**src/design/gpef_defs.svh**
```systemverilog
// offsets, field positions and reset values for the port e/f block
`ifndef GPEF_DEFS_SVH
`define GPEF_DEFS_SVH
`define GPEF_ADDR_W 16
`define GPEF_OFS_E_DATA 16'h0008
`define GPEF_OFS_F_DATA 16'h0009
`define GPEF_OFS_E_DIR 16'h000C
`define GPEF_OFS_F_DIR 16'h000D
`define GPEF_OFS_ALT_CTRL 16'h000E
`define GPEF_OFS_TIM_SEL 16'h000F
`define GPEF_E_DIR_RST 8'h00
`define GPEF_F_DIR_RST 7'h00
`define GPEF_ALT_RST 8'h00
`define GPEF_TIM_RST 8'h00
`define GPEF_ALT_SPI_EN 0
`define GPEF_ALT_SPI_MST 1
`define GPEF_ALT_MODF_EN 2
`define GPEF_ALT_SCI_EN 3
`define GPEF_PIN_SCK 7
`define GPEF_PIN_MOSI 6
`define GPEF_PIN_MISO 5
`define GPEF_PIN_SS 4
`define GPEF_PIN_RXD 1
`define GPEF_PIN_TXD 0
`endif

```
**src/design/gpef_pkg.sv**
```systemverilog
// types for the port e/f block
package gpef_pkg;
  typedef struct packed {
    logic [15:0] addr;
    logic [7:0] wdata;
    logic wr;
    logic rd;
  } gpef_bus_s;
  typedef struct packed {
    logic sck_out;
    logic mosi_out;
    logic miso_out;
    logic sci_txd;
    logic [1:0] tim_a_e_out;
    logic [3:0] tim_a_f_out;
    logic [1:0] tim_b_out;
  } gpef_periph_s;
  typedef struct packed {
    logic sck_in;
    logic mosi_in;
    logic miso_in;
    logic ss_in;
    logic sci_rxd;
    logic [1:0] tim_a_e_in;
    logic [3:0] tim_a_f_in;
    logic [1:0] tim_b_in;
  } gpef_periph_in_s;
endpackage : gpef_pkg

```
**src/design/gpef_ports.sv**
```systemverilog
// port e and port f data latches, directions and pin sharing
`timescale 1ns/1ns
`include "gpef_defs.svh"
// How it works
// RL1: direction 1 drives pin, 0 floats it
// RL2: reset clears port e directions
// RL3: reset clears port f directions
// RL4: reset leaves port f latch alone
// RL5: port e read mixes latch and pin
// RL6: port f read mixes latch and pin
// RL7: data writes always update latch
// RL8: e7 is spi clock when enabled
// RL9: e6 mosi, e5 miso when spi enabled
// RL10: e4 slave select unless off or master-nofault
// RL11: claimed port e pins ignore direction when driving; reads still mix by direction
// RL12: e3,e2 are timer a channels 1,0
// RL13: e1 receive, e0 transmit when sci enabled
// RL14: f3..f0 are timer a channels 5..2
// RL15: f5,f4 are timer b channels 1,0
// RL16: claimed port f pins ignore direction when driving; reads still mix by direction
// RL17: software writes data before direction
// RL18: accesses act on the clock edge
module gpef_ports (
  input wire logic clk_sys,
  input wire logic rst,
  input wire gpef_pkg::gpef_bus_s bus,
  output logic [7:0] rdata,
  input wire logic [7:0] pin_e_in,
  output logic [7:0] pin_e_out,
  output logic [7:0] pin_e_oe_n,
  input wire logic [6:0] pin_f_in,
  output logic [6:0] pin_f_out,
  output logic [6:0] pin_f_oe_n,
  input wire gpef_pkg::gpef_periph_s periph,
  output gpef_pkg::gpef_periph_in_s periph_in
);
  logic [7:0] e_sync1_reg;
  logic [7:0] e_pin_reg;
  logic [6:0] f_sync1_reg;
  logic [6:0] f_pin_reg;
  logic [7:0] port_e_data_latch_reg;
  logic [6:0] port_f_data_latch_reg;
  logic [7:0] port_e_direction_reg;
  logic [6:0] port_f_direction_reg;
  logic [7:0] alt_ctrl_reg;
  logic [7:0] tim_sel_reg;
  logic [7:0] rdata_next;
  logic spi_on;
  logic spi_master;
  logic ss_used;
  logic sci_on;
  logic [7:0] e_claim;
  logic [7:0] e_alt_oe;
  logic [7:0] e_alt_val;
  logic [6:0] f_claim;
  logic [6:0] f_alt_oe;
  logic [6:0] f_alt_val;
  logic wr_e;
  logic wr_f;

  // pins pass two flops before any logic reads them
  always_ff @(posedge clk_sys) begin
    e_sync1_reg <= pin_e_in;
    e_pin_reg <= e_sync1_reg;
    f_sync1_reg <= pin_f_in;
    f_pin_reg <= f_sync1_reg;
  end

  assign wr_e = bus.wr && (bus.addr == `GPEF_OFS_E_DATA);
  assign wr_f = bus.wr && (bus.addr == `GPEF_OFS_F_DATA);

  // latches have no reset
  always_ff @(posedge clk_sys) begin
    if (wr_e) begin // [RL7] [RL18]
      port_e_data_latch_reg <= bus.wdata;
    end
    if (wr_f) begin // [RL7] [RL4]
      port_f_data_latch_reg <= bus.wdata[6:0];
    end
  end

  always_ff @(posedge clk_sys) begin
    if (rst) begin
      port_e_direction_reg <= `GPEF_E_DIR_RST; // [RL2]
      port_f_direction_reg <= `GPEF_F_DIR_RST; // [RL3]
    end else if (bus.wr) begin
      if (bus.addr == `GPEF_OFS_E_DIR) begin // [RL18]
        port_e_direction_reg <= bus.wdata;
      end
      if (bus.addr == `GPEF_OFS_F_DIR) begin
        port_f_direction_reg <= bus.wdata[6:0];
      end
    end
  end

  // stand-in for the peripheral enables: spi, master, mode fault, sci; timer pin claims
  always_ff @(posedge clk_sys) begin
    if (rst) begin
      alt_ctrl_reg <= `GPEF_ALT_RST;
      tim_sel_reg <= `GPEF_TIM_RST;
    end else if (bus.wr) begin
      if (bus.addr == `GPEF_OFS_ALT_CTRL) begin
        alt_ctrl_reg <= {4'h0, bus.wdata[3:0]};
      end
      if (bus.addr == `GPEF_OFS_TIM_SEL) begin
        tim_sel_reg <= bus.wdata;
      end
    end
  end

  assign spi_on = alt_ctrl_reg[`GPEF_ALT_SPI_EN];
  assign spi_master = alt_ctrl_reg[`GPEF_ALT_SPI_MST];
  assign sci_on = alt_ctrl_reg[`GPEF_ALT_SCI_EN];
  assign ss_used = spi_on && !(spi_master && !alt_ctrl_reg[`GPEF_ALT_MODF_EN]); // [RL10]

  always_comb begin
    e_claim = 8'h00;
    e_alt_oe = 8'h00;
    e_alt_val = 8'h00;
    e_claim[7] = spi_on; // [RL8]
    e_alt_oe[7] = spi_master;
    e_alt_val[7] = periph.sck_out;
    e_claim[6] = spi_on; // [RL9]
    e_alt_oe[6] = spi_master;
    e_alt_val[6] = periph.mosi_out;
    e_claim[5] = spi_on;
    e_alt_oe[5] = !spi_master;
    e_alt_val[5] = periph.miso_out;
    e_claim[4] = ss_used; // [RL10]
    e_claim[3:2] = tim_sel_reg[1:0]; // [RL12]
    e_alt_oe[3:2] = tim_sel_reg[1:0];
    e_alt_val[3:2] = periph.tim_a_e_out;
    e_claim[1] = sci_on; // [RL13]
    e_claim[0] = sci_on;
    e_alt_oe[0] = 1'b1;
    e_alt_val[0] = periph.sci_txd;
    f_claim = {1'b0, tim_sel_reg[7:2]}; // [RL14] [RL15]
    f_alt_oe = f_claim;
    f_alt_val = {1'b0, periph.tim_b_out, periph.tim_a_f_out};
  end

  always_comb begin
    for (int i = 0; i < 8; i++) begin
      if (e_claim[i]) begin // [RL11]
        pin_e_oe_n[i] = !e_alt_oe[i];
        pin_e_out[i] = e_alt_val[i];
      end else begin // [RL1]
        pin_e_oe_n[i] = !port_e_direction_reg[i];
        pin_e_out[i] = port_e_data_latch_reg[i];
      end
    end
    for (int j = 0; j < 7; j++) begin
      if (f_claim[j]) begin // [RL16]
        pin_f_oe_n[j] = !f_alt_oe[j];
        pin_f_out[j] = f_alt_val[j];
      end else begin // [RL1]
        pin_f_oe_n[j] = !port_f_direction_reg[j];
        pin_f_out[j] = port_f_data_latch_reg[j];
      end
    end
  end

  always_comb begin
    periph_in.sck_in = e_pin_reg[`GPEF_PIN_SCK];
    periph_in.mosi_in = e_pin_reg[`GPEF_PIN_MOSI];
    periph_in.miso_in = e_pin_reg[`GPEF_PIN_MISO];
    periph_in.ss_in = ss_used ? e_pin_reg[`GPEF_PIN_SS] : 1'b1;
    periph_in.sci_rxd = sci_on ? e_pin_reg[`GPEF_PIN_RXD] : 1'b1;
    periph_in.tim_a_e_in = e_pin_reg[3:2];
    periph_in.tim_a_f_in = f_pin_reg[3:0];
    periph_in.tim_b_in = f_pin_reg[5:4];
  end

  always_comb begin
    rdata_next = 8'h00;
    case (bus.addr)
      `GPEF_OFS_E_DATA: rdata_next = (port_e_direction_reg & port_e_data_latch_reg)
        | (~port_e_direction_reg & e_pin_reg); // [RL5] [RL11]
      `GPEF_OFS_F_DATA: rdata_next = {1'b0, (port_f_direction_reg & port_f_data_latch_reg)
        | (~port_f_direction_reg & f_pin_reg)}; // [RL6] [RL16]
      `GPEF_OFS_E_DIR: rdata_next = port_e_direction_reg;
      `GPEF_OFS_F_DIR: rdata_next = {1'b0, port_f_direction_reg};
      `GPEF_OFS_ALT_CTRL: rdata_next = alt_ctrl_reg;
      `GPEF_OFS_TIM_SEL: rdata_next = tim_sel_reg;
      default: rdata_next = 8'h00;
    endcase
  end

  always_ff @(posedge clk_sys) begin
    if (rst) begin
      rdata <= 8'h00;
    end else if (bus.rd) begin // [RL18]
      rdata <= rdata_next;
    end else begin
      rdata <= 8'h00;
    end
  end
endmodule : gpef_ports

```
**config.mk**
```make
export PLATFORM = sky130hd
export DESIGN_NAME = gpef_ports
export DESIGN_NICKNAME = d
export VERILOG_FILES = /design/src/design/gpef_pkg.sv /design/src/design/gpef_ports.sv
export VERILOG_INCLUDE_DIRS = /design/src /design/src/design
export SDC_FILE = /design/constraint.sdc
export NUM_CORES = 1
export LEC_CHECK = 0
export CAP_MARGIN = 20
export CORE_UTILIZATION = 65
export DETAILED_ROUTE_END_ITERATION = 10
export DONT_BUFFER_PORTS = 1
export HOLD_SLACK_MARGIN = 0.15
export PLACE_DENSITY = 0.93
export SLEW_MARGIN = 30
export SYNTH_ARGS = -nofsm -noshare
export SYNTH_HDL_FRONTEND = slang
export SYNTH_SLANG_ARGS = --single-unit
```
**constraint.sdc**
```tcl
create_clock -name clk_sys -period 5.2 [get_ports clk_sys]
set_input_delay 0.52 -clock clk_sys [delete_from_list [all_inputs] [get_ports clk_sys]]
set_output_delay 0.52 -clock clk_sys [all_outputs]
set_load 0.01 [all_outputs]
```
# Yosys cells after proc, flatten, opt, wreduce, memory -nomap -nowiden
# Index checks and enable logic that the tools add are counted.
[word_totals]
reg_bits = 80
elab_cells = 92
[classes]
reduce_logical = 35
muxes = 31
bitwise = 9
n_eq_ne = 6
[ops]
columns = ["operator", "count"]
rows = [
  ["$eq 16x4->1 const B", 6],
  ["$pmux 8 s6", 1],
  ["$mux 1", 30],
  ["$logic_not 1->1", 26],
  ["$and 8x8->8", 2],
  ["$and 7x7->7", 2],
  ["$not 8->8", 1],
  ["$or 8x8->8", 1],
  ["$reduce_and 2->1", 4],
  ["$not 7->7", 1],
  ["$or 7x7->7", 1],
  ["$logic_and 1x1->1", 4],
  ["$reduce_or 2->1", 1],
  ["$not 1->1", 1],
]

# Logic depth before layout (Yosys ltp)
[depth]
ltp_word = 5
ltp_mapped = 7

# Least setup slack after synthesis
# No wires, ideal clock.
[synth_timing]
path_kind = "in2reg"
startpoint = "input port bus[23] (netlist name)"
endpoint = "register port_e_data_latch_reg[0] (enable)"
required_ns = 4.805
path_stages = 4
t_arrival_ns = 2.532
path_buffers = 1
slack_ns = 2.274
setup_time_ns = 0.395
cell_sequence = "or4_4 > buf_6 > nor4_4 > nor4bb_1"
[synth_between]
elab_chain_cells = 2
[synth_rtl]
columns = ["item", "line", "text"]
rows = [
  ["start, declared", "gpef_ports.sv:26", "input wire gpef_pkg::gpef_bus_s bus,"],
  ["$eq 16x4->1", "-", ""],
  ["$logic_and 1x1->1", "gpef_ports.sv:69", "assign wr_e = bus.wr && (bus.addr == `GPEF_OFS_E_DATA);"],
  ["via wr_e", "gpef_ports.sv:58", "logic wr_e;"],
  ["end signal, assigned", "gpef_ports.sv:75", "port_e_data_latch_reg <= bus.wdata;"],
  ["end, declared", "gpef_ports.sv:41", "logic [7:0] port_e_data_latch_reg;"],
]
# The timed path passes the listed nets, and every way through them passes these cells.
# A chain may end at the register's enable or synchronous reset.

# Worst setup path in the final report
[layout_timing]
startpoint = "input port bus[15] (netlist name)"
endpoint = "register port_e_data_latch_reg[6] (enable)"
# Same word-level chain as after synthesis.

==> results.txt <==
Outcome: finished clean
Fin. Hold Viols: 0
Post-synth ARST share: 0
GRT Overall Usage: 0.314
Most frequent cells in the layout: dfxtp_1 (65), o21ai_0 (45), a21oi_1 (33)
Minimum clock period: 2.41 ns
Post-Synth XOR/XNOR Area: 0
Placed Cells: 352
Fmax: 0.415 GHz
Worst Path Arrival: 2.46 ns
Pleak: 0.00107 uW
# hold bufs at CTS: 0
Die width: 73.1 um
GR peak layer: met2
Total chip power: 1070 uW
IO Pins: 106
PnR worst setup slack: 2.79 ns
# DRC: 0
Gpl congestion: 0.864
Drt pass-1 iters: 5
Initial DRC count: 284
Netlist cell types: 36
First-pass GRT wire length: 12.1 mm
Hold Crit Class: input port to flop
Flops & latches, synth: 80
Clk_skew: 0.0102 ns
Vias per inst: 6.68
Initial antenna violation count: 0
Synthesized Nets: 370
Met1 usage: 0.366
Pre-CTS WS: 2.52 ns
WP data required: 5.25 ns
GRT overflow: 0
Synth top area share: 0.396
Layout cell share with drive strength beyond 1: 0.146
Pwr Density: 319 nW/um2
Hold WS: 0.185 ns
Initial Util: 0.686
YS warnings: 0
CTS Buffer Depth: 2
Fraction of the cycle the final worst path needs: 0.463
Slew margin rel.: 0.515
Post-CTS resize count: 0
Routed Antenna Nets: 0
Global routing usage on met2: 0.507
Simple logic cell fraction of the synthesized area: 0.167
Largest net degree at the start of global routing: 29
Area leader, netlist: dfxtp_1
Die Footprint: 5340 um2
Antenna Cells: 0
Gate count after technology mapping: 315
Post-CTS Setup Inserts: 0
Max IR drop VDD: 0.249 mV
Area Overhead vs Synth: 2.33%
Main combinational cell family by area after synthesis: simple AND/OR/NAND/NOR gates
Area contributors post-synth: dfxtp_1 (40%), edfxtp_1 (14%), mux2_2 (7.2%)
Routed WL per cell: 20.8 um
Slew Limit Fails: 0
Compound-Gate Fraction of Synth Area: 0.147
Vias in the first global route: 2,464
CP Launch Type: input port
CTS Sinks: 80
Clock latency on the worst-skew pair: 0.35 ns
Path type of the worst setup path: input port to flop
Most common cell after layout, fill and taps aside: dfxtp_1
Predominant post-synthesis flop cell: dfxtp_1
Worst-path clk slew: 0.08 ns
Final TNS setup: 0 ns
Final setup viols: 0
CTS Buf Count: 9
Row count: 25
Routed WL: 7.67 mm
Synth Area in Adders: 0
Met3 Usage GRT: 0.144
Actual slew at the worst max-slew pin: 0.722 ns
# nets final: 351
RSZ-0062 raised after global routing: false
Post-DP HPWL: 5.32 mm
Fraction of synthesized area in multiplexers: 0.0934
Mean Syn Cell Area: 10.4 um2
Fillers: 354
CTS tree: yes
Port buffer count: 0
Die Ht: 73.1 um
Synthesized area: 3280 um2
Post-synth EDFFs: 15
Non-Filler Instances: 368
Max_cap viols: 0
H-tree depth: 3
Setup crit end kind: flop
Crit path max fanout: 11
Sequential-to-total area share from yosys stat: 0.534
Vias: 2,458
Root buffer cell: clkbuf_8
Core footprint: 4790 um2
## synth_stat cells (3+ instances only)
| cell type | count |
|---|---|
| a21oi_1 | 33 |
| a22oi_1 | 5 |
| a2bb2oi_1 | 4 |
| buf_4 | 12 |
| buf_6 | 3 |
| clkbuf_1 | 13 |
| dfxtp_1 | 65 |
| edfxtp_1 | 15 |
| mux2_2 | 21 |
| mux2i_1 | 7 |
| nand2_1 | 4 |
| nand2b_1 | 12 |
| nand3_1 | 30 |
| nor2_1 | 12 |
| nor4_1 | 3 |
| nor4_4 | 4 |
| o21ai_0 | 45 |
## cell families after synthesis
group,count (synthesis)
compound gates,89
simple gates,85
flops,80
buf+inv,33
mux,28
## per-stage QoR
stage                     utilization  instance area (um2)
after detailed placement        0.666                 3190
after CTS                       0.702                 3360
final                           0.702                 3360
after global placement          0.666                 3190
after floorplan                     -                 3280
after global routing            0.702                 3360
## cell type report
class / instances / area [um2] / share of cell area
clock buffers: 16 / 170 / 0.0507
inverters: 2 / 7.51 / 0.00224
multi-input cells: 202 / 1340 / 0.398
flip-flops and latches: 80 / 1750 / 0.522
well taps: 67 / 83.8 / 0.0250
repair buffers: 1 / 7.51 / 0.00224
## power by group
group	internal [uW]	switching, uW
clock network	201	202
logic	8.44	10.4
registers	643	7.09
total	852	220
## final timing paths
check,startpoint,endpoint,slack [ns],cells past startpoint
setup reg to reg,port_e_data_latch_reg[5],rdata[5],3.94,4
hold reg to reg,f_sync1_reg[3],f_pin_reg[3],0.33,0
setup / recovery,bus[15],port_e_data_latch_reg[6],2.79,4
hold / removal,pin_e_in[2],e_sync1_reg[2],0.18,0
## metal layers
metal / wire, um / vias up
met5: 0 / -
met4: 124 / 0
met3: 947 / 21
met2: 3780 / 190
met1: 2810 / 1144
li1: - / 1103
## worst max-delay path: stages
cell and delay [ns]:
or4_1 0.80, nor4_4 0.56, nor4bb_1 0.33, buf_4 0.25
No activity file was read; power rests on OpenSTA's default activity.
